--- config.mk ---
export PLATFORM = sky130hd
export DESIGN_NAME = arbt_trigger_ctrl
export DESIGN_NICKNAME = d
export VERILOG_FILES = /design/src/arbt_trigger_ctrl.v
export VERILOG_INCLUDE_DIRS = /design/src /design/src/src
export SDC_FILE = /design/constraint.sdc
export NUM_CORES = 1
export LEC_CHECK = 0
export ABC_AREA = 1
export BUFFER_PORTS_ARGS = -buffer_cell sky130_fd_sc_hd__buf_2
export CAP_MARGIN = 15
export CORE_ASPECT_RATIO = 1.5
export CORE_MARGIN = 5
export CORE_UTILIZATION = 59
export CTS_CLUSTER_SIZE = 24
export DETAILED_ROUTE_END_ITERATION = 10
export PLACE_DENSITY = 0.79
export SETUP_SLACK_MARGIN = 0.02
export SLEW_MARGIN = 20
export SYNTH_ARGS = -nofsm -noshare
export SYNTH_HDL_FRONTEND = slang
export SYNTH_SLANG_ARGS = --single-unit
--- constraint.sdc ---
create_clock -name clock_i -period 5.15 [get_ports clock_i]
set_input_delay 0.7725 -clock clock_i [delete_from_list [all_inputs] [get_ports clock_i]]
set_output_delay 0.7725 -clock clock_i [all_outputs]
set_load 0.005 [all_outputs]
--- src/arbt_consts.vh ---
// constants for the playback trigger control block
`ifndef ARBT_CONSTS_VH
`define ARBT_CONSTS_VH

// ***********************************
// register offsets (byte addresses)
// ***********************************
`define ARBT_ADDR_CTRL     8'h00
`define ARBT_ADDR_EXT_RATE 8'h04
`define ARBT_ADDR_CMD      8'h08
`define ARBT_ADDR_STATUS   8'h0C
`define ARBT_ADDR_RATE     8'h10

// ***********************************
// control register fields
// ***********************************
`define ARBT_F_MODE        0
`define ARBT_F_CONT_RESP   2
`define ARBT_F_SINGLE_RESP 4
`define ARBT_F_STEP        6
`define ARBT_F_GATE_LVL    7
`define ARBT_F_SRC         8
`define ARBT_F_CLK_EXT     10
`define ARBT_CTRL_BITS     11
`define ARBT_CTRL_RESET    11'h000

// command register bits
`define ARBT_F_CMD_TRIG    0
`define ARBT_F_CMD_LOAD    1

// ***********************************
// codes
// ***********************************
`define ARBT_MODE_CONT     2'h0
`define ARBT_MODE_SINGLE   2'h1
`define ARBT_MODE_SEG      2'h2
`define ARBT_MODE_GATE     2'h3
`define ARBT_RESP_AUTO     2'h0
`define ARBT_RESP_TRIG     2'h1
`define ARBT_RESP_RESTART  2'h2
`define ARBT_SRC_KEY       2'h0
`define ARBT_SRC_BUS       2'h1
`define ARBT_SRC_EXT       2'h2
`define ARBT_SRC_INT       2'h3

// ***********************************
// sample rates in Hz
// ***********************************
`define ARBT_INT_RATE      32'h0BEBC200
`define ARBT_EXT_RATE_RST  32'h0BEBC200
`define ARBT_EXT_RATE_MIN  32'h00000064
`define ARBT_EXT_RATE_MAX  32'h0EE6B280

`endif

--- src/arbt_trigger_ctrl.v ---
// playback trigger control with sample FIFO
//
// The implementer's own choices: strobed register access and the register offsets.
`timescale 1ns/1ns
`include "arbt_consts.vh"

// ***********************************
// sample FIFO
// ***********************************
module arbt_fifo
#(
	parameter WIDTH = 18,
	parameter DEPTH = 16,
	parameter AW    = 4
)
(
	input  wire             clock_i,
	input  wire             reset_n_i,
	input  wire             flush_i,
	input  wire [WIDTH-1:0] wr_data_i,
	input  wire             wr_valid_i,
	output wire             wr_ready_o,
	output wire [WIDTH-1:0] rd_data_o,
	output wire             rd_valid_o,
	input  wire             rd_ready_i
);
	reg  [WIDTH-1:0] mem [0:DEPTH-1];
	reg  [AW-1:0]    wr_ptr_reg;
	reg  [AW-1:0]    rd_ptr_reg;
	reg  [AW:0]      count_reg;
	reg  [AW:0]      count_next;
	reg              ready_reg;
	wire             push;
	wire             pop;

	assign push       = wr_valid_i && ready_reg && !flush_i;
	assign pop        = rd_ready_i && (count_reg != {(AW+1){1'b0}}) && !flush_i;
	assign wr_ready_o = ready_reg;
	assign rd_valid_o = (count_reg != {(AW+1){1'b0}});
	assign rd_data_o  = mem[rd_ptr_reg];

	always @*
	begin
		count_next = count_reg;
		if (flush_i)
			count_next = {(AW+1){1'b0}};
		else if (push && !pop)
			count_next = count_reg + 1'b1;
		else if (pop && !push)
			count_next = count_reg - 1'b1;
	end

	always @(posedge clock_i)
	begin
		if (push)
			mem[wr_ptr_reg] <= wr_data_i;
	end

	// ready is registered so the source sees a clean flop
	always @(posedge clock_i or negedge reset_n_i)
	begin
		if (!reset_n_i)
		begin
			wr_ptr_reg <= {AW{1'b0}};
			rd_ptr_reg <= {AW{1'b0}};
			count_reg  <= {(AW+1){1'b0}};
			ready_reg  <= 1'b0;
		end
		else
		begin
			count_reg <= count_next;
			ready_reg <= (count_next != DEPTH[AW:0]);
			if (flush_i)
			begin
				wr_ptr_reg <= {AW{1'b0}};
				rd_ptr_reg <= {AW{1'b0}};
			end
			else
			begin
				if (push)
					wr_ptr_reg <= wr_ptr_reg + 1'b1;
				if (pop)
					rd_ptr_reg <= rd_ptr_reg + 1'b1;
			end
		end
	end
endmodule // arbt_fifo

// Notes on behaviour
// - auto-run starts after load, ignores triggers
// - wait mode: trigger plays once, then waits
// - restart mode: silent until trigger, then loops
// - restart mode: trigger aborts and restarts
// - separate continuous and single sub-modes, reset auto
// - segment stepping single or continuous, reset single
// - gate active level low or high, reset low
// - trigger source key, bus, external, internal
// - internal sample clock fixed at 200 MHz
// - external rate 100Hz..250MHz, reset 200MHz
// - continuous mode plays sequence repeatedly
// - single mode plays once per trigger
// - segment mode plays one segment per trigger
// - gate mode plays while gate active
module arbt_trigger_ctrl
(
	input  wire        clock_i,
	input  wire        reset_n_i,
	input  wire [7:0]  reg_addr_i,
	input  wire [31:0] reg_wdata_i,
	input  wire        reg_wr_i,
	input  wire        reg_rd_i,
	output reg  [31:0] reg_rdata_o,
	input  wire        trig_key_i,
	input  wire        trig_ext_i,
	input  wire        trig_int_i,
	input  wire        gate_i,
	input  wire [15:0] src_data_i,
	input  wire        src_seg_end_i,
	input  wire        src_seq_end_i,
	input  wire        src_valid_i,
	output wire        src_ready_o,
	output reg  [15:0] smp_data_o,
	output reg         smp_valid_o,
	input  wire        smp_ready_i,
	output reg         rewind_o,
	output reg         playing_o,
	output reg         clk_ext_sel_o,
	output reg  [31:0] smp_rate_o
);
	localparam ST_IDLE = 2'h0;
	localparam ST_WAIT = 2'h1;
	localparam ST_PLAY = 2'h2;
	localparam ST_DONE = 2'h3;

	reg  [`ARBT_CTRL_BITS-1:0] ctrl_reg;
	reg  [31:0]                ext_rate_reg;
	reg                        loaded_reg;
	reg  [1:0]                 state_reg;
	reg  [1:0]                 state_next;
	reg                        rewind_next;
	reg  [2:0]                 sync1_reg;
	reg  [2:0]                 sync2_reg;
	reg  [2:0]                 sync3_reg;
	reg  [2:0]                 stable_reg;
	reg  [2:0]                 stable_next;
	reg                        int_prev_reg;
	reg                        bus_trig_reg;
	reg                        trig_reg;
	reg                        trig_next;
	reg  [1:0]                 resp;
	wire [1:0]                 mode;
	wire                       step_cont;
	wire                       gate_act;
	wire                       wr_ctrl;
	wire                       wr_cmd;
	wire                       cfg_change;
	wire                       load_cmd;
	wire [17:0]                fifo_data;
	wire                       fifo_valid;
	wire                       take;
	wire                       seq_end;
	wire                       seg_end;

	assign mode      = ctrl_reg[`ARBT_F_MODE+1:`ARBT_F_MODE];
	assign step_cont = ctrl_reg[`ARBT_F_STEP];
	assign wr_ctrl   = reg_wr_i && (reg_addr_i == `ARBT_ADDR_CTRL);
	assign wr_cmd    = reg_wr_i && (reg_addr_i == `ARBT_ADDR_CMD);
	assign load_cmd  = wr_cmd && reg_wdata_i[`ARBT_F_CMD_LOAD];
	// sample clock selection alone does not disturb the player
	assign cfg_change = wr_ctrl &&
		(reg_wdata_i[`ARBT_F_CLK_EXT-1:0] != ctrl_reg[`ARBT_F_CLK_EXT-1:0]);
	// gate level, active low or high
	assign gate_act = ctrl_reg[`ARBT_F_GATE_LVL] ? stable_reg[2] : !stable_reg[2];

	// ***********************************
	// pin synchronisers: key, ext, gate
	// ***********************************
	always @*
	begin
		// a bit moves only once the second and third stages agree
		stable_next = (sync2_reg & ~(sync2_reg ^ sync3_reg)) |
			(stable_reg & (sync2_reg ^ sync3_reg));
	end

	always @*
	begin
		case (ctrl_reg[`ARBT_F_SRC+1:`ARBT_F_SRC])
			`ARBT_SRC_KEY: trig_next = stable_next[0] && !stable_reg[0];
			`ARBT_SRC_BUS: trig_next = bus_trig_reg;
			`ARBT_SRC_EXT: trig_next = stable_next[1] && !stable_reg[1];
			default:       trig_next = trig_int_i && !int_prev_reg;
		endcase
	end

	// ***********************************
	// sample path
	// ***********************************
	arbt_fifo
	#(
		.WIDTH (18),
		.DEPTH (16),
		.AW    (4)
	)
	u_fifo
	(
		.clock_i    (clock_i),
		.reset_n_i  (reset_n_i),
		.flush_i    (rewind_next),
		.wr_data_i  ({src_seq_end_i, src_seg_end_i, src_data_i}),
		.wr_valid_i (src_valid_i),
		.wr_ready_o (src_ready_o),
		.rd_data_o  (fifo_data),
		.rd_valid_o (fifo_valid),
		.rd_ready_i (take)
	);

	// draining stalls outside play, so the FIFO backs up to the source
	assign take    = (state_reg == ST_PLAY) && fifo_valid && (!smp_valid_o || smp_ready_i);
	assign seq_end = take && fifo_data[17];
	assign seg_end = take && fifo_data[16];

	// ***********************************
	// player state machine
	// ***********************************
	always @*
	begin
		resp = (mode == `ARBT_MODE_SINGLE) ?
			ctrl_reg[`ARBT_F_SINGLE_RESP+1:`ARBT_F_SINGLE_RESP] :
			ctrl_reg[`ARBT_F_CONT_RESP+1:`ARBT_F_CONT_RESP];
		state_next  = state_reg;
		rewind_next = 1'b0;
		case (state_reg)
			ST_IDLE:
			begin
				if (mode == `ARBT_MODE_GATE)
				begin
					if (gate_act)
						state_next = ST_PLAY;
				end
				else if (mode == `ARBT_MODE_SEG)
					state_next = ST_WAIT;
				else if (resp == `ARBT_RESP_AUTO)
				begin
					if (loaded_reg)
						state_next = ST_PLAY;
				end
				else
					state_next = ST_WAIT;
			end
			ST_WAIT:
			begin
				if (trig_reg)
					state_next = ST_PLAY;
			end
			ST_PLAY:
			begin
				case (mode)
					`ARBT_MODE_GATE:
					begin
						// pause in place; resumes where it stopped
						if (!gate_act)
							state_next = ST_IDLE;
					end
					`ARBT_MODE_SEG:
					begin
						if (seg_end && !step_cont)
							state_next = ST_WAIT;
					end
					default:
					begin
						if (resp == `ARBT_RESP_RESTART)
						begin
							if (trig_reg)
								rewind_next = 1'b1;
						end
						else if (resp == `ARBT_RESP_TRIG)
						begin
							if (seq_end)
								state_next = ST_WAIT;
						end
						else if (mode == `ARBT_MODE_SINGLE && seq_end)
							state_next = ST_DONE;
						// continuous auto and restart keep looping
					end
				endcase
			end
			ST_DONE:
				state_next = ST_DONE;
			default:
				state_next = ST_IDLE;
		endcase
		if (cfg_change || load_cmd)
		begin
			state_next  = ST_IDLE;
			rewind_next = 1'b1;
		end
	end

	// ***********************************
	// registers and outputs
	// ***********************************
	always @(posedge clock_i or negedge reset_n_i)
	begin
		if (!reset_n_i)
		begin
			ctrl_reg      <= `ARBT_CTRL_RESET;
			ext_rate_reg  <= `ARBT_EXT_RATE_RST;
			loaded_reg    <= 1'b0;
			state_reg     <= ST_IDLE;
			sync1_reg     <= 3'h0;
			sync2_reg     <= 3'h0;
			sync3_reg     <= 3'h0;
			stable_reg    <= 3'h0;
			int_prev_reg  <= 1'b0;
			bus_trig_reg  <= 1'b0;
			trig_reg      <= 1'b0;
			rewind_o      <= 1'b0;
			playing_o     <= 1'b0;
			clk_ext_sel_o <= 1'b0;
			smp_rate_o    <= `ARBT_INT_RATE;
			smp_data_o    <= 16'h0000;
			smp_valid_o   <= 1'b0;
			reg_rdata_o   <= 32'h00000000;
		end
		else
		begin
			sync1_reg    <= {gate_i, trig_ext_i, trig_key_i};
			sync2_reg    <= sync1_reg;
			sync3_reg    <= sync2_reg;
			stable_reg   <= stable_next;
			int_prev_reg <= trig_int_i;
			bus_trig_reg <= wr_cmd && reg_wdata_i[`ARBT_F_CMD_TRIG];
			// gate mode uses the level only, never the pulse
			trig_reg     <= trig_next && (mode != `ARBT_MODE_GATE);
			state_reg    <= state_next;
			rewind_o     <= rewind_next;
			playing_o    <= (state_next == ST_PLAY);
			if (wr_ctrl)
				ctrl_reg <= reg_wdata_i[`ARBT_CTRL_BITS-1:0];
			// out-of-range rates are dropped, keeping the last good one
			if (reg_wr_i && reg_addr_i == `ARBT_ADDR_EXT_RATE &&
				reg_wdata_i >= `ARBT_EXT_RATE_MIN && reg_wdata_i <= `ARBT_EXT_RATE_MAX)
				ext_rate_reg <= reg_wdata_i;
			if (load_cmd)
				loaded_reg <= 1'b1;
			clk_ext_sel_o <= ctrl_reg[`ARBT_F_CLK_EXT];
			smp_rate_o    <= ctrl_reg[`ARBT_F_CLK_EXT] ?
				ext_rate_reg : `ARBT_INT_RATE;
			if (rewind_next)
				smp_valid_o <= 1'b0;
			else if (take)
			begin
				smp_data_o  <= fifo_data[15:0];
				smp_valid_o <= 1'b1;
			end
			else if (smp_ready_i)
				smp_valid_o <= 1'b0;
			reg_rdata_o <= 32'h00000000;
			if (reg_rd_i)
			begin
				case (reg_addr_i)
					`ARBT_ADDR_CTRL:     reg_rdata_o <= {21'h000000, ctrl_reg};
					`ARBT_ADDR_EXT_RATE: reg_rdata_o <= ext_rate_reg;
					`ARBT_ADDR_STATUS:
						reg_rdata_o <= {26'h0000000, stable_reg, loaded_reg, state_reg};
					`ARBT_ADDR_RATE:     reg_rdata_o <= smp_rate_o;
					default:             reg_rdata_o <= 32'h00000000;
				endcase
			end
		end
	end
endmodule // arbt_trigger_ctrl

# After elaboration in Yosys (flattened, before gate mapping)
# Memory sizes are Yosys's and may differ from the RTL's.
# Cells that the tools add are included.
dict set report totals {
  elab_cells 136
  out_inout_bits 85
  input_bits 68
  mem_count 1
  reg_bits 159
  ram_bits 288
}
# memory words width rd rd_clocked_by_memory_dff write_ports line
set mem_list {}
lappend mem_list {u_fifo.mem 16 18 1 0 1 arbt_trigger_ctrl.v:27} ;# reg [WIDTH-1:0] mem [0:DEPTH-1];
dict set report classes {
  magnitude_cmp 2
  n_eq_ne 18
  n_addsub 4
  n_bitwise 6
  n_mux 38
  reduce_logical 45
}
# operator n
set ops {}
lappend ops {{$pmux W32 S4} 1}
lappend ops {{$mux W32} 2}
lappend ops {{$ge A32 B7 Y1 const B} 1}
lappend ops {{$le A32 B28 Y1 const B} 1}
lappend ops {{$mux W2} 14}
lappend ops {{$logic_and A1 B1 Y1} 24}
lappend ops {{$eq A8 B4 Y1 const B} 2}
lappend ops {{$mux W4} 4}
lappend ops {{$mux W5} 3}
lappend ops {{$eq A2 B2 Y1 const B} 7}
lappend ops {{$mux W1} 11}
lappend ops {{$ne A10 B10 Y1} 1}
lappend ops {{$logic_not A1 Y1} 9}
lappend ops {{$add A4 B1 Y4 const B} 2}
lappend ops {{$eq A2 B1 Y1 const B} 4}
lappend ops {{$eq A8 B3 Y1 const B} 1}
lappend ops {{$eq A8 B5 Y1 const B} 1}
lappend ops {{$logic_not A8 Y1} 1}
lappend ops {{$pmux W2 S4} 1}
lappend ops {{$and A3 B3 Y3} 2}
lappend ops {{$logic_not A2 Y1} 3}
lappend ops {{$add A5 B1 Y5 const B} 1}
lappend ops {{$ne A5 B5 Y1 const B} 1}
lappend ops {{$reduce_bool A5 Y1} 1}
lappend ops {{13 further kinds} 15}

# Logic depth before layout (Yosys ltp)
dict set report depth {
  ltp_word 15
  depth_mapped 17
  ltp_nobuf 16
}

# By module
# From an unflattened synthesis, not the netlist that was laid out.
dict set report unflattened {
  hier_cells 1689
  hier_area_um2 18604.1
}
# module area_each_um2 cells_each seq_area_each_um2 instances
set modules_own_cells {}
lappend modules_own_cells {arbt_fifo 12238.0 945 8998.6 1}
lappend modules_own_cells {arbt_trigger_ctrl 6366.1 744 3658.5 1}

# Worst setup path before layout
# No wires, ideal clock.
dict set report synth_path {
  path_type {input -> register}
  startpoint {input port reg_wdata_i[5]}
  endpoint {memory u_fifo.mem[0][0], enable pin}
  stages 11
  path_slack_ns 2.301
  t_arrival_ns 2.457
  cell_sequence {inv_1 -> nand2_1 -> nand2_1 -> nand2_1 -> nor2_1 -> nand3_1 -> nand2_2 -> nand3_4 -> nor2_8 -> nand2_1 -> nor2_1}
}
dict set report synth_between {
  elab_chain_cells 8
}
# item line
set synth_lines {}
lappend synth_lines {{start: declaration} arbt_trigger_ctrl.v:109} ;# input wire [31:0] reg_wdata_i,
lappend synth_lines {{$ne A10 B10 Y1} arbt_trigger_ctrl.v:171} ;# (reg_wdata_i[`ARBT_F_CLK_EXT-1:0] != ctrl_reg[`ARBT_F_CLK_EXT-1:0]);
lappend synth_lines {{$logic_and A1 B1 Y1} arbt_trigger_ctrl.v:170} ;# assign cfg_change = wr_ctrl &&
lappend synth_lines {{$logic_or A1 B1 Y1} arbt_trigger_ctrl.v:292} ;# if (cfg_change || load_cmd)
lappend synth_lines {{$mux W1} arbt_trigger_ctrl.v:292}
lappend synth_lines {{named net rewind_next} arbt_trigger_ctrl.v:140} ;# reg rewind_next;
lappend synth_lines {{$logic_not A1 Y1} arbt_trigger_ctrl.v:36} ;# assign push = wr_valid_i && ready_reg && !flush_i;
lappend synth_lines {{$logic_and A1 B1 Y1} arbt_trigger_ctrl.v:36}
lappend synth_lines {{$mux W1} arbt_trigger_ctrl.v:55} ;# if (push)
lappend synth_lines {{$mux W1 (implied by the code)} arbt_trigger_ctrl.v:56} ;# mem[wr_ptr_reg] <= wr_data_i;
lappend synth_lines {{end: declaration} arbt_trigger_ctrl.v:27}
# The timed path passes the listed nets, and every way through them passes these cells.

# Worst setup path after layout
dict set report layout_path {
  startpoint {register u_fifo.rd_ptr_reg[0]}
  endpoint {register playing_o}
}
dict set report layout_between {
  elab_chain_cells 10
  word_cells_on_any_way 14
  cone_classes {eq/ne (1); mux (8); reduce/logical (4); memory (1)}
}
# item line
set layout_lines {}
lappend layout_lines {{start: declaration} arbt_trigger_ctrl.v:29} ;# reg [AW-1:0] rd_ptr_reg;
lappend layout_lines {{start signal: assignment} arbt_trigger_ctrl.v:65} ;# rd_ptr_reg <= {AW{1'b0}};
lappend layout_lines {{start signal: assignment} arbt_trigger_ctrl.v:76} ;# rd_ptr_reg <= {AW{1'b0}};
lappend layout_lines {{start signal: assignment} arbt_trigger_ctrl.v:83} ;# rd_ptr_reg <= rd_ptr_reg + 1'b1;
lappend layout_lines {{$mem_v2 Z16 W18 (*)} n/a}
lappend layout_lines {{$logic_and A1 B1 Y1} arbt_trigger_ctrl.v:219} ;# assign seq_end = take && fifo_data[17];
lappend layout_lines {{$logic_and A1 B1 Y1} arbt_trigger_ctrl.v:281} ;# else if (mode == `ARBT_MODE_SINGLE && seq_end)
lappend layout_lines {{$mux W2} arbt_trigger_ctrl.v:281}
lappend layout_lines {{$mux W2} arbt_trigger_ctrl.v:276} ;# else if (resp == `ARBT_RESP_TRIG)
lappend layout_lines {{$mux W2} arbt_trigger_ctrl.v:271} ;# if (resp == `ARBT_RESP_RESTART)
lappend layout_lines {{$pmux W2 S2 (*)} arbt_trigger_ctrl.v:257} ;# case (mode)
lappend layout_lines {{$pmux W2 S4 (*)} arbt_trigger_ctrl.v:232} ;# case (state_reg)
lappend layout_lines {{$mux W2 (*)} arbt_trigger_ctrl.v:292}
lappend layout_lines {{$eq A2 B2 Y1 (*)} arbt_trigger_ctrl.v:337} ;# playing_o <= (state_next == ST_PLAY);
lappend layout_lines {{end signal: assignment} arbt_trigger_ctrl.v:337}
lappend layout_lines {{end: declaration} arbt_trigger_ctrl.v:126} ;# output reg playing_o,
# Mark *: on every way between the ends. The rest lies on a longest branch, timed or not.
# A chain may end at the register's enable or synchronous reset.

==> metrics.txt <==
status completed; synth-to-layout area growth 13.8%; gpl congestion 0.911; layout cells sized above 1 between 10% and 20%; RSZ-0062 raised after global routing no; post-synth top area share 47.8%; worst slew pin tran 1.19 ns; # port buffers ~150; cells resized by post-CTS repair 0; grt ovf 0; # DRC 0; Clock Sinks between 400 and 500; ys async rst share 35.6%; CTS tree yes; root cell of the clock tree clkbuf_16; ANT nets after route 0; Crit Path Class flip-flop to flip-flop; Multi-input gate area 4700 µm²; relative slew slack 20.5%; core box area 30300 µm²; final period utilization between 60% and 70%; H-tree levels 2; Final Setup Violations 0; row cnt between 70 and 80; Required @ worst endpoint 5.61 ns; Die ar. between 30000 and 40000 µm²; via count of the first global-routing pass 13000; clk slew on worst S/H paths ~0.060 ns; sequential-to-total area share from yosys stat a little over two thirds; antenna fix cells 0; Reg area roughly 13000 µm²; ys flop type edfxtp_1; maximum root-to-sink buffer count 3; TNS Setup 0 ns; Inserted Clock Buffers 42; worst vdd ir between 0.3 and 0.4 mV; average wire per standard cell about 22 µm; DIE WIDTH around 150 µm; Mapped Nets around 1700; Yosys top cell by area edfxtp_1; clk_lat worst skew roughly 0.56 ns; CP arrival 3.79 ns; max reg flops ~290; postcts setup bufs 0; 1st-iter DRT viols 1237; Ys Warns 0; fin. max-slew vios 0; Fin. Hold Viols 0; Power, Total 9.76 mW; P_leak 8.29 nW; largest net degree at the start of global routing 104; synth top area cells edfxtp_1, dfrtp_1, nand2_1; EDFF count, synth ~290; CP max FO 62; Tmin final 3.33 ns; maxcap violations 0; Max Clk Rate 300 MHz; Syn Inst Count 1580; Post-Syn Area per Cell 11.5 µm²; mean number of vias per cell 5.95; Die Y approximately 220 µm; Post-Syn Area 18100 µm²; Total Wirelength approximately 47000 µm; initial antenna violation count 1; Hold Buf Count CTS 0; Top Ports 153; Worst Hold Class input port to async pin; clock skew 0.0245 ns; Starting Density 59.8%; drt pass-1 iters 5; GRT Total Usage 27.5%; post-detail-place hpwl 30900 µm; synth unique cells 52; via count 12800; FF+latch count, synth 447; PwrDens ~470 nW/µm²; first-pass GRT wire length 73300 µm; layout net count 1793; crit start category flip-flop; fill cell count between 2000 and 2500; Top reg by flops u_fifo.mem; CP endpoint kind flip-flop
-- Yosys cell counts, drive strengths merged (4+ instances only) --
| cell type | count |
|---|---|
| edfxtp | 288 |
| o22ai | 9 |
| a221oi | 13 |
| dfstp | 24 |
| xor2 | 8 |
| o221ai | 25 |
| ha | 8 |
| a31oi | 11 |
| dfrtp | 135 |
| o21a | 4 |
| nor4 | 9 |
| nand4 | 22 |
| a32o | 8 |
| nor2 | 133 |
| a21oi | 78 |
| inv | 122 |
| nor3 | 13 |
| clkbuf | 49 |
| o21ai | 140 |
| nand3 | 60 |
| buf | 27 |
| a22oi | 9 |
| nand2 | 361 |
-- per-layer routing --
layer	routed length [µm]	share of wire, %	vias to the layer above	track usage [%]
met5	13	0.028	-	0
met4	2440	5.2	2	13.2
met2	24400	52	702	48.9
met1	16200	35	6200	32.4
li1	-	-	5768	-
met3	3870	8.2	135	4.79
-- final cells by class --
cell class	count	area share (%)
Clock buffer	60	5.97
Clock inverter	18	0.681
Inverter	124	2.27
Multi-Input combinational cell	933	22.8
Sequential cell	447	61.5
Tap cell	400	2.43
Timing Repair Buffer	169	4.34
-- kinds of logic after synthesis --
group / synth area share, %
xor+xnor: 0.532
compound gates: 10.2
buf+inv: 4.41
fa+ha+maj: 0.719
flops: 69.9
simple gates: 14.2
-- placed cells by master (no fill, tap or decap), types with 17 or more instances in the layout --
cell | netlist | routed
a21oi_1 | 78 | 78
buf_2 | 19 | 151
buf_4 | 0 | 17
clkbuf_16 | 0 | 43
dfrtp_1 | 135 | 134
dfstp_2 | 24 | 24
edfxtp_1 | 288 | 288
inv_1 | 114 | 113
nand2_1 | 354 | 354
nand3_1 | 57 | 57
nand4_1 | 20 | 20
nor2_1 | 124 | 107
nor2_2 | 5 | 20
o21ai_0 | 135 | 135
o221ai_1 | 25 | 25
-- worst max-delay path, cell delays in order, from the launching register on --
cell and delay [ns]:
dfrtp_4 0.79, clkinv_2 0.87, buf_4 0.55, a21oi_1 0.19
a22oi_1 0.13, nand2_1 0.10, nand3_1 0.07, o211ai_1 0.15
nand2_1 0.07, nand2_1 0.06, nand3_1 0.09, nor2_1 0.14
-- final timing paths --
kind	start	endpoint	slack (ns)	depth (start not counted)
max reg2reg	u_fifo.rd_ptr_reg[0]$_DFFE_PN0P_	playing_o$_DFF_PN0_	1.82	11
min reg2reg	sync1_reg[0]$_DFF_PN0_	sync2_reg[0]$_DFF_PN0_	0.35	0
min	reset_n_i	stable_reg[0]$_DFF_PN0_	0.31	1
max	u_fifo.rd_ptr_reg[0]$_DFFE_PN0P_	playing_o$_DFF_PN0_	1.82	11
max in group asynchronous	reset_n_i	u_fifo.wr_ptr_reg[0]$_DFFE_PN0P_	3.76	2
min in group clock_i	gate_i	sync1_reg[2]$_DFF_PN0_	0.34	1
-- power breakdown --
part	internal, mW	switching (mW)	total, mW
clock network	1.72	1.32	3.05
logic	0.635	1.61	2.24
registers	4.20	0.270	4.47
total	6.56	3.20	9.76
-- through the flow --
step                setup slack, ns  instance area [µm²]  hold slack, ns  instances  util (%)
CTS                            1.81                20600           0.314       2151      68.0
finish                         1.82                20600           0.315       2151      68.1
global route                   1.50                20600           0.319       2151      68.1
global placement               1.61                19200           0.334       2073      63.5
detailed placement             1.50                19200           0.335       2073      63.5
floorplan                      2.30                18100           0.331       1580         -
No activity file was read; power rests on OpenSTA's default activity.
